`config.mk`:
```
export PLATFORM = sky130hd
export DESIGN_NAME = psc_status_ctrl
export DESIGN_NICKNAME = d
export VERILOG_FILES = /design/src/pkg/psc_pkg.sv /design/src/logic/psc_status_ctrl.sv
export SDC_FILE = /design/constraint.sdc
export NUM_CORES = 1
export LEC_CHECK = 0
export ABC_AREA = 0
export BUFFER_PORTS_ARGS = -buffer_cell sky130_fd_sc_hd__buf_2
export CAP_MARGIN = 20
export CELL_PAD_IN_SITES_DETAIL_PLACEMENT = 0
export CELL_PAD_IN_SITES_GLOBAL_PLACEMENT = 2
export CORE_AREA = 4 4 133 135
export DETAILED_ROUTE_END_ITERATION = 8
export DIE_AREA = 0 0 137 139
export GPL_TIMING_DRIVEN = 1
export PLACE_DENSITY = 0.92
export RECOVER_POWER = 100
export SLEW_MARGIN = 10
export SYNTH_ARGS = -nofsm -noshare
export SYNTH_HDL_FRONTEND = slang
export SYNTH_SLANG_ARGS = --single-unit
```
`constraint.sdc`:
```
create_clock -name clk -period 5.2 [get_ports clk]
set_clock_uncertainty 0.1 [all_clocks]
set_input_delay 0.26 -clock clk [delete_from_list [all_inputs] [get_ports clk]]
set_output_delay 0.26 -clock clk [all_outputs]
set_load 0.05 [all_outputs]
```
`src/pkg/psc_pkg.sv`:
```
// psc_pkg: constants for the privilege status control block.
// assumes a 64-bit machine width hart with machine, supervisor and user modes.
package psc_pkg;
    typedef enum logic [1:0] {
        PSC_PRIV_U = 2'h0,
        PSC_PRIV_S = 2'h1,
        PSC_PRIV_R = 2'h2,
        PSC_PRIV_M = 2'h3
    } psc_priv_t;

    typedef enum logic [1:0] {
        PSC_WAIT_IDLE = 2'h0,
        PSC_WAIT_RUN  = 2'h1
    } psc_wstate_t;

    localparam logic [1:0] PSC_WIDTH_32 = 2'h1;
    localparam logic [1:0] PSC_WIDTH_64 = 2'h2;
    localparam logic [1:0] PSC_WIDTH_NONE = 2'h0;
    localparam int         PSC_XW = 64;
    localparam int         PSC_HW = 32;

    // register offsets, one aligned word each
    localparam logic [7:0] PSC_REG_STATUS = 8'h00;
    localparam logic [7:0] PSC_REG_STATE  = 8'h04;

    // field positions in the status word
    localparam int PSC_B_MODPRIV  = 0;
    localparam int PSC_B_XREAD    = 1;
    localparam int PSC_B_SUM      = 2;
    localparam int PSC_B_MBIG     = 3;
    localparam int PSC_B_SBIG     = 4;
    localparam int PSC_B_UBIG     = 5;
    localparam int PSC_B_TRAPVM   = 6;
    localparam int PSC_B_TWAIT    = 7;
    localparam int PSC_B_TRAPSRET = 8;
    localparam int PSC_B_PP   = 9;
    localparam int PSC_B_UW   = 12;
    localparam int PSC_B_SW   = 14;

    localparam logic [1:0] PSC_PP_RESET = 2'h3;

    // bounded wait-for-interrupt time before a trap
    localparam int PSC_WAIT_NS     = 1000;
    localparam int PSC_CLK_NS      = 5;
    localparam int PSC_WAIT_CYCLES = PSC_WAIT_NS / PSC_CLK_NS;
endpackage

```
`src/logic/psc_status_ctrl.sv`:
```
// psc_status_ctrl: machine status control for width, memory privilege,
// endianness and virtualization traps.
// assumes the pipeline gives one-cycle event pulses and reads results next cycle.
//
// Notes on behaviour
// - on 64-bit harts two fields select supervisor and user register widths.
// - with 32-bit machine width both fields vanish; all widths are 32.
// - supervisor width field reads zero without supervisor mode, else legal-value only.
// - user width field reads zero without user mode, else legal-value only.
// - with supervisor mode, user width may never exceed supervisor width; without it user width may be 64.
// - narrow modes ignore upper source bits and sign-extend results.
// - program counter writes sign-extend from the active width.
// - no cross-mode width ordering check beyond the user field.
// - self-overwriting hints at narrow width sign-fill the upper bits.
// - modify-privilege makes data accesses use previous-privilege mode.
// - modify-privilege reads zero without user mode.
// - trap return to a mode below machine clears modify-privilege.
// - exec-readable lets loads use executable pages under paging.
// - supervisor-user-access gates supervisor access to user pages.
// - these two bits never touch physical attribute or protection faults.
// - fetches always little-endian; machine bit selects machine data order.
// - supervisor and user endianness bits select their modes' order.
// - page table walks use the supervisor endianness bit.
// - trap-virtual-memory traps supervisor translation register and fences.
// - timeout-wait traps lower-mode waits after a bounded time.
// - trap-supervisor-return traps supervisor return in supervisor mode.
`timescale 1ns/100ps
module psc_status_ctrl
    import psc_pkg::*;
#(
    parameter bit HAS_S  = 1'b1,
    parameter bit HAS_U  = 1'b1,
    parameter bit MACH_64 = 1'b1
) (
    input  wire logic        clk,            // hart clock
    input  wire logic        reset_n,        // synchronous reset, low
    input  wire logic [7:0]  reg_addr,       // register byte address
    input  wire logic [31:0] reg_wdata,      // write data
    input  wire logic        reg_wr,         // write strobe
    input  wire logic        reg_rd,         // read strobe
    output logic      [31:0] reg_rdata,      // read data, cycle after strobe
    input  wire logic [1:0]  cur_priv,       // current privilege mode
    input  wire logic        ret_m,          // machine_trap_return pulse
    input  wire logic        ret_s,          // supervisor_trap_return pulse
    input  wire logic [1:0]  ret_target,     // mode the return lands in
    input  wire logic        satp_access,    // translation register access
    input  wire logic        fence_op,       // translation_fence/invalidate
    input  wire logic        wait_start,     // wait_for_interrupt issued
    input  wire logic        wait_done,      // wait completed by interrupt
    input  wire logic        paging_on,      // page translation in effect
    input  wire logic        pte_r,          // page readable
    input  wire logic        pte_x,          // page executable
    input  wire logic        pte_u,          // page user accessible
    input  wire logic        mem_is_load,    // data access is a load
    input  wire logic        mem_is_fetch,   // access is a fetch
    input  wire logic        mem_is_walk,    // implicit page table access
    input  wire logic        attr_fault,     // physical_attributes fault
    input  wire logic        prot_fault,     // physical_protection fault
    input  wire logic [63:0] res_in,         // raw result or pc value
    output logic             illegal_instr,  // illegal-instruction trap
    output logic [1:0]       eff_priv,       // data access privilege
    output logic             eff_big_endian, // access byte order
    output logic             page_fault,     // page permission fault
    output logic             access_fault,   // attribute/protection fault
    output logic [63:0]      res_out         // width-adjusted value
);
    logic        modify_privilege;
    logic        exec_readable;
    logic        sup_user_access;
    logic        machine_big_endian;
    logic        supervisor_big_endian;
    logic        user_big_endian;
    logic        trap_virtual_memory;
    logic        timeout_wait;
    logic        trap_supervisor_return;
    logic [1:0]  previous_privilege;
    logic [1:0]  supervisor_width_sel;
    logic [1:0]  user_width_sel;
    logic [15:0] wait_cnt;
    psc_wstate_t wstate;

    function automatic logic [63:0] sext(input logic [63:0] v, input logic [1:0] w);
        sext = (w == PSC_WIDTH_32) ? {{PSC_HW{v[PSC_HW-1]}}, v[PSC_HW-1:0]} : v;
    endfunction

    function automatic logic [1:0] legal_pp(input logic [1:0] p);
        legal_pp = (p == PSC_PRIV_S && HAS_S) ? p :
                   (p == PSC_PRIV_U && HAS_U) ? p : PSC_PRIV_M;
    endfunction

    wire wr_st = reg_wr && reg_addr == PSC_REG_STATUS;
    wire [1:0] sxw = reg_wdata[PSC_B_SW+1:PSC_B_SW];
    wire [1:0] uxw = reg_wdata[PSC_B_UW+1:PSC_B_UW];
    wire [1:0] next_sw = (sxw == PSC_WIDTH_32 || sxw == PSC_WIDTH_64) ? sxw
                                                                     : supervisor_width_sel;
    // user width never wider than supervisor when supervisor mode exists, else capped at 64
    wire [1:0] ucap = HAS_S ? next_sw : PSC_WIDTH_64;
    wire [1:0] next_uw = ((uxw == PSC_WIDTH_32 || uxw == PSC_WIDTH_64) && uxw <= ucap)
                         ? uxw : ((user_width_sel <= ucap) ? user_width_sel : ucap);
    wire ret_low = (ret_m || ret_s) && ret_target != PSC_PRIV_M;

    // width selection
    always_ff @(posedge clk) begin
        if (!reset_n) begin
            supervisor_width_sel <= (MACH_64 && HAS_S) ? PSC_WIDTH_64 : PSC_WIDTH_NONE;
            user_width_sel       <= (MACH_64 && HAS_U) ? PSC_WIDTH_64 : PSC_WIDTH_NONE;
        end else if (wr_st && MACH_64) begin
            if (HAS_S) supervisor_width_sel <= next_sw;
            if (HAS_U) user_width_sel <= next_uw;
        end
    end

    // memory privilege, endianness, virtualization bits
    always_ff @(posedge clk) begin
        if (!reset_n) begin
            modify_privilege       <= 1'b0;
            exec_readable          <= 1'b0;
            sup_user_access        <= 1'b0;
            machine_big_endian     <= 1'b0;
            supervisor_big_endian  <= 1'b0;
            user_big_endian        <= 1'b0;
            trap_virtual_memory    <= 1'b0;
            timeout_wait           <= 1'b0;
            trap_supervisor_return <= 1'b0;
            previous_privilege     <= PSC_PP_RESET;
        end else begin
            if (wr_st) begin
                modify_privilege       <= HAS_U && reg_wdata[PSC_B_MODPRIV];
                exec_readable          <= HAS_S && reg_wdata[PSC_B_XREAD];
                sup_user_access        <= HAS_S && reg_wdata[PSC_B_SUM];
                machine_big_endian     <= reg_wdata[PSC_B_MBIG];
                supervisor_big_endian  <= HAS_S && reg_wdata[PSC_B_SBIG];
                user_big_endian        <= HAS_U && reg_wdata[PSC_B_UBIG];
                trap_virtual_memory    <= HAS_S && reg_wdata[PSC_B_TRAPVM];
                timeout_wait           <= HAS_U && reg_wdata[PSC_B_TWAIT];
                trap_supervisor_return <= HAS_S && reg_wdata[PSC_B_TRAPSRET];
                previous_privilege     <= legal_pp(reg_wdata[PSC_B_PP+1:PSC_B_PP]);
            end
            // return below machine wins over a same-cycle write
            if (ret_low) modify_privilege <= 1'b0;
        end
    end

    // bounded wait timer for lower-mode waits
    always_ff @(posedge clk) begin
        if (!reset_n) begin
            wstate   <= PSC_WAIT_IDLE;
            wait_cnt <= '0;
        end else begin
            unique case (wstate)
                PSC_WAIT_IDLE: begin
                    wait_cnt <= '0;
                    if (wait_start && cur_priv != PSC_PRIV_M && !wait_done)
                        wstate <= PSC_WAIT_RUN;
                end
                PSC_WAIT_RUN: begin
                    wait_cnt <= wait_cnt + 16'h0001;
                    if (wait_done || wait_cnt == 16'(PSC_WAIT_CYCLES - 1))
                        wstate <= PSC_WAIT_IDLE;
                end
                default: wstate <= PSC_WAIT_IDLE;
            endcase
        end
    end

    wire wait_trap_en = (timeout_wait || (HAS_S && cur_priv == PSC_PRIV_U))
                        && wstate == PSC_WAIT_RUN && !wait_done
                        && wait_cnt == 16'(PSC_WAIT_CYCLES - 1);

    // illegal-instruction traps, one cycle after cause
    always_ff @(posedge clk) begin
        if (!reset_n) illegal_instr <= 1'b0;
        else illegal_instr <=
            (trap_virtual_memory && cur_priv == PSC_PRIV_S && (satp_access || fence_op))
            || (trap_supervisor_return && cur_priv == PSC_PRIV_S && ret_s)
            || wait_trap_en;
    end

    // effective privilege and byte order for data
    wire [1:0] ep = (modify_privilege && !mem_is_fetch) ? previous_privilege : cur_priv;
    wire be_mode = (ep == PSC_PRIV_M) ? machine_big_endian :
                   (ep == PSC_PRIV_S) ? supervisor_big_endian : user_big_endian;
    wire [1:0] ew = (ep == PSC_PRIV_M || !MACH_64) ? PSC_WIDTH_64 - {1'b0, !MACH_64} :
                    (ep == PSC_PRIV_S) ? supervisor_width_sel : user_width_sel;
    wire rd_ok = pte_r || (exec_readable && pte_x);
    wire perm_bad = paging_on && !mem_is_fetch &&
                    ((mem_is_load && !rd_ok) ||
                     (ep == PSC_PRIV_S && pte_u && !sup_user_access));

    always_ff @(posedge clk) begin
        if (!reset_n) begin
            eff_priv       <= PSC_PRIV_M;
            eff_big_endian <= 1'b0;
            page_fault     <= 1'b0;
            access_fault   <= 1'b0;
            res_out        <= '0;
        end else begin
            eff_priv       <= ep;
            eff_big_endian <= mem_is_fetch ? 1'b0 :
                              mem_is_walk ? supervisor_big_endian : be_mode;
            page_fault     <= perm_bad;
            access_fault   <= attr_fault || prot_fault;
            res_out        <= sext(res_in, ew);
        end
    end

    // register reads; the state word shows the wait timer
    always_ff @(posedge clk) begin
        if (!reset_n) reg_rdata <= '0;
        else if (reg_rd) begin
            unique case (reg_addr)
                PSC_REG_STATUS: begin
                    reg_rdata <= '0;
                    reg_rdata[PSC_B_MODPRIV]  <= modify_privilege;
                    reg_rdata[PSC_B_XREAD]    <= exec_readable;
                    reg_rdata[PSC_B_SUM]      <= sup_user_access;
                    reg_rdata[PSC_B_MBIG]     <= machine_big_endian;
                    reg_rdata[PSC_B_SBIG]     <= supervisor_big_endian;
                    reg_rdata[PSC_B_UBIG]     <= user_big_endian;
                    reg_rdata[PSC_B_TRAPVM]   <= trap_virtual_memory;
                    reg_rdata[PSC_B_TWAIT]    <= timeout_wait;
                    reg_rdata[PSC_B_TRAPSRET] <= trap_supervisor_return;
                    reg_rdata[PSC_B_PP+1:PSC_B_PP] <= previous_privilege;
                    reg_rdata[PSC_B_UW+1:PSC_B_UW] <= user_width_sel;
                    reg_rdata[PSC_B_SW+1:PSC_B_SW] <= supervisor_width_sel;
                end
                PSC_REG_STATE: reg_rdata <= {14'h0000, wait_cnt, wstate};
                default: reg_rdata <= '0;
            endcase
        end else reg_rdata <= '0;
    end
endmodule

```
### Word-level counts from Yosys, hierarchy flattened

Index checks and enable logic that the tools add are counted.

| cells by class | value |
|---|---|
| add/subtract/negate cells | 1 |
| $mul | 0 |
| divide/modulo/power cells | 0 |
| $lt $le $gt $ge | 2 |
| eq/ne operators | 17 |
| shifts and indexed selects | 0 |
| multiplexer cells | 17 |
| bitwise logic cells | 1 |
| reduce and logical (&&, ||, !) cells | 44 |

Operators with widths:

| kind | count |
|---|---|
| 64-bit two-way mux | 1 |
| 18-bit case mux with 2 select lines | 1 |
| 16-bit case mux with 2 select lines | 1 |
| 2-bit two-way mux | 10 |
| 1-bit logical AND | 19 |
| 16-bit by 1-bit adder with 16-bit output (second input constant) | 1 |
| 16-bit by 8-bit equality test with 1-bit output (second input constant) | 1 |
| 2-bit by 1-bit equality test with 1-bit output (second input constant) | 7 |
| 1-bit logical OR | 11 |
| 2-bit != test (second input constant) | 5 |
| 8-bit by 3-bit equality test with 1-bit output (second input constant) | 1 |
| 8-bit logical NOT | 1 |
| 2-bit equality test (second input constant) | 3 |
| 2-bit logical NOT | 3 |
| 2-bit AND reduction | 3 |
| 2-bit less-or-equal comparator | 2 |
| 1-bit logical NOT | 4 |
| 2-bit case mux with 2 select lines | 1 |
| 2-bit OR reduction | 2 |
| 1-bit two-way mux | 3 |
| 2-bit nonzero test | 1 |
| 1-bit NOT | 1 |

| storage, ports and cells | value |
|---|---|
| register bits | 135 |
| bits in latches | 0 |
| bits in writable memories | 0 |
| bits in read-only memories | 0 |
| input port bits | 127 |
| memories kept | 0 |

### Logic depth before layout (Yosys ltp)

| logic depth | value |
|---|---|
| depth in word-level cells | 8 |
| mapped depth | 9 |
| mapped depth without buffers | 9 |

### Least setup slack after synthesis

No wires, ideal clock.

| timing | value |
|---|---|
| path kind | reg-to-reg |
| start point | register supervisor_width_sel[1] |
| end point | register user_width_sel[1] |
| setup time | 0.133 ns |
| arrival | 1.708 ns |
| setup slack | 3.260 ns |
| cell stages (with the launch flop) | 9 |
| path buffers | 0 |
| clock period less this slack | 1.940 ns |
| cell sequence | dfxtp_1 -> inv_1 -> o21a_1 -> ha_1 -> nor2b_1 -> o21a_1 -> o21a_1 -> a2111oi_0 -> o21ai_0 |

| on the way | value |
|---|---|
| longest elaborated chain between the ends | 5 |
| elaborated cells between the ends (all ways) | 8 |
| those cells by class | 2 x order compare; 1 x eq/ne; 3 x mux; 2 x reduce/logical |

Ends and longest elaborated chain:

| what | line | text |
|---|---|---|
| start: declaration | psc_status_ctrl.sv:77 | `logic [1:0] supervisor_width_sel;` |
| start signal: assignment | psc_status_ctrl.sv:105 | `supervisor_width_sel <= (MACH_64 && HAS_S) ? PSC_WIDTH_64 : PSC_WIDTH_NONE;` |
| start signal: assignment | psc_status_ctrl.sv:108 | `if (HAS_S) supervisor_width_sel <= next_sw;` |
| 2-bit two-way mux (*) | psc_status_ctrl.sv:94 | `wire [1:0] next_sw = (sxw == PSC_WIDTH_32 \|\| sxw == PSC_WIDTH_64) ? sxw` |
| 2-bit less-or-equal comparator | psc_status_ctrl.sv:98 | `wire [1:0] next_uw = ((uxw == PSC_WIDTH_32 \|\| uxw == PSC_WIDTH_64) && uxw <= ucap)` |
| 1-bit logical AND | psc_status_ctrl.sv:98 |  |
| 2-bit != test (no source line) | -- |  |
| 2-bit AND reduction (no source line) | -- |  |
| end signal: assignment | psc_status_ctrl.sv:106 | `user_width_sel <= (MACH_64 && HAS_U) ? PSC_WIDTH_64 : PSC_WIDTH_NONE;` |
| end signal: assignment | psc_status_ctrl.sv:109 | `if (HAS_U) user_width_sel <= next_uw;` |
| end: declaration | psc_status_ctrl.sv:78 | `logic [1:0] user_width_sel;` |

Every way passes the cells marked *; elsewhere a longest branch is shown, timed or not. The select of a mux whose other input is x is not followed.
A chain may end at the register's enable or synchronous reset.

### Worst setup path after layout

| timing | value |
|---|---|
| start point | input port reset_n |
| end point | register res_out[43] |

RTL lines:

| what | line | text |
|---|---|---|
| start: declaration | psc_status_ctrl.sv:36 | `input wire logic reset_n,` |
| end signal: assignment | psc_status_ctrl.sv:203 | `res_out <= sext(res_in, ew);` |
| end: declaration | psc_status_ctrl.sv:65 | `output logic [63:0] res_out` |

No word-level cell between the ends.

==> out/results.ini <==
[finish]
multiInputGateArea_mm2=0.001754
drive_gt1_share_pct=20.69
antennaDiodeCount=0
area_delta_synth_final_pct=54.90
ff_latch_area_mm2=0.002402
final_cell_mix=dfxtp_1, buf_2, clkbuf_1, dlygate4sd3_1, nand2_1
fill_cells=1676
nets=868
final_common_cell=dfxtp_1

[critical_path]
worst-setup-path-type=primary input to flip-flop
cp_num_buf_inv=3
crit_family=buffers and inverters
cp_cell_sequence=clkbuf_1 > inv_1 > clkbuf_1 > a21oi_1
crit_required_ps=5420
slowest_delay_ps=1090
rrSetupSlack_ps=2840
cp.arrival_ps=3280
cp-start-kind=primary input
cp-end-kind=flip-flop
slowest_stage=clkbuf_1
crit_top_cell=clkbuf_1
crit_fanout=43

[detailed_routing]
wire_per_inst_um=14.10
ant_nets=0
route.detailed.drc=0
drt_pass1_iterations=6
detail_route.vias_per_cell=4.235
via_count=4104
drt_iter0_drc=151
drt-total-wl_mm=13.67

[clocking]
cts_buffer_depth=2
ctsHoldBuffers=77
clk_pin_slew_ps=60
cts_resized=0
numCtsBuffers=17
cts_tree=yes
cts_root_buf=clkbuf_16
cts_post_setup_buffers_inserted=0
clock_latency_ps=420
clock_sinks=120
h-tree-depth=4

[timing]
finalMaxSlewViolations=75
max_slew_margin_pct=-5.388
rsz0062_at_grt=false
worstMarginPinSlew_ps=1581
max_freq_mhz=326.3
fin_crit_ps=3065
fin_tns_setup_ps=0
fin_crit_sh_pct=58.94
hold_viol=0
finalSetupViolCount=0

[run_status]
violations=capacitance limit, slew limit
status=complete, but fails checks

[synth]
netlist_area_mm2=0.004369
synth_cells=464
synth_edf_count=0
yosysWarnings=0
synth.area.top_cells=dfxtp_1, nand2_1, and2_1
ys_ff_latch=120
synth_area_leader_cell=dfxtp_1
ys.flop_type=dfxtp_1
synth.avg_cell_area_um2=9.416
synth_top_area_share_pct=54.98
synth_cell_types=44
synthArstFlopShare_pct=0
ys_seq_area_share_pct=54.98

[grt]
grt_util_all_layers_pct=13.90
antenna_found_initial=0
grt_max_degree=44
grt_pass1_vias=3996
grt_pass1_wl_mm=20.44
grt-ovfl-total=0

[placed_design]
place_congestion=0.7575
hpwlAfterDp_mm=9.200
io_buffers=197

[power_and_ir_drop]
total_power_w=0.002508
ir_drop_uv=222.0
power.density_mw_per_mm2=370.6
leakagePower_nw=2.853

[worst_hold_path]
hp-class=primary input to flip-flop

[floorplan]
ioPinCount=229
rows=47
die_w_um=137
dieArea_mm2=0.01904
start_util_pct=26.53
die_y_um=139
core_area_mm2=0.01647

[job]
drv_cap=2

[report_power, final]
part	internal, W	switching (W)
logic	0.000101	0.000193
clock network	0.000817	0.000440
registers	0.000949	0.00000804
[cells in the mapped netlist, types with 2 or more instances]
master	number
nand4_1	3
buf_2	6
nand2_1	62
o21a_1	3
a21oi_1	41
a2111oi_0	2
ha_1	5
buf_4	18
xnor2_1	9
inv_1	9
nor2b_1	5
o21ai_0	11
nor3_1	6
a21oi_2	10
nand2b_1	3
clkbuf_1	13
a22oi_1	14
dfxtp_1	120
xor2_1	5
nor4_1	2
mux2i_1	2
nor2_1	46
and3_1	12
and2_1	34
nor4b_1	2
nand3_1	3
[kinds of logic (layout without fill, tap and decap cells)]
logic type	after synthesis	count (layout)	synth area share (%)
simple gates	185	185	20.68
flops	120	120	54.98
compound gates	89	89	13.06
buf+inv	46	318	5.670
xor+xnor	14	14	2.806
fa+ha+maj	5	5	1.432
mux	4	4	1.289
other cells	1	14	0.08583
[area by class of cell]
class	instances	share of cell area (%)
multi-input combinational	311	25.92
tap	220	4.067
clock buffer	18	6.489
sequential	120	35.50
inverter	9	0.4992
clock inverter	14	2.940
timing repair buffer	277	24.59
[worst register-to-register path: cells and delay by family, from the launching register on]
kind             cells  cell delay, ps
AND/OR/NAND/NOR      1             110
AO/OA/AOI/OAI        3            1320
flip-flops           1             410
multiplexers         1             230
[layer usage]
metal	up-vias	global-route usage (%)	routed length [um]
met2	168	22.21	6428
met4	0	5.672	221
met1	1849	16.75	5907
met3	16	5.225	1109
met5	-	0	0
li1	2071	-	-
[flip-flops by register name, summed over array words and instances (netlist names), 2 cells and up]
| signal | flops |
|---|---|
| reg_rdata | 18 |
| res_out | 64 |
| supervisor_width_sel | 2 |
| wait_cnt | 16 |
| previous_privilege | 2 |
| user_width_sel | 2 |
| eff_priv | 2 |
[final timing paths]
kind                                    from                              end  cells past startpoint
min                               res_in[31]           res_out[31]$_SDFF_PN0_                      2
min reg2reg  machine_big_endian$_SDFFE_PN0P_  machine_big_endian$_SDFFE_PN0P_                      2
max                                  reset_n           res_out[43]$_SDFF_PN0_                      4
max reg2reg    modify_privilege$_SDFFE_PP0P_           res_out[43]$_SDFF_PN0_                      5
[metrics by stage]
stage | instances | setup WS (ps) | util, % | area, um^2 | hold WS, ps
final | 969 | 2135 | 41.10 | 6768 | 12.53
after global placement | 860 | 2806 | 33.33 | 5488 | 355.0
after detailed placement | 860 | 2798 | 33.33 | 5488 | 355.7
after global routing | 969 | 1658 | 41.10 | 6768 | 34.26
after CTS | 969 | 2692 | 41.88 | 6897 | 4.460
after floorplan | 477 | 3260 | - | 4418 | 236.7
(Power assumes the default switching activity.)
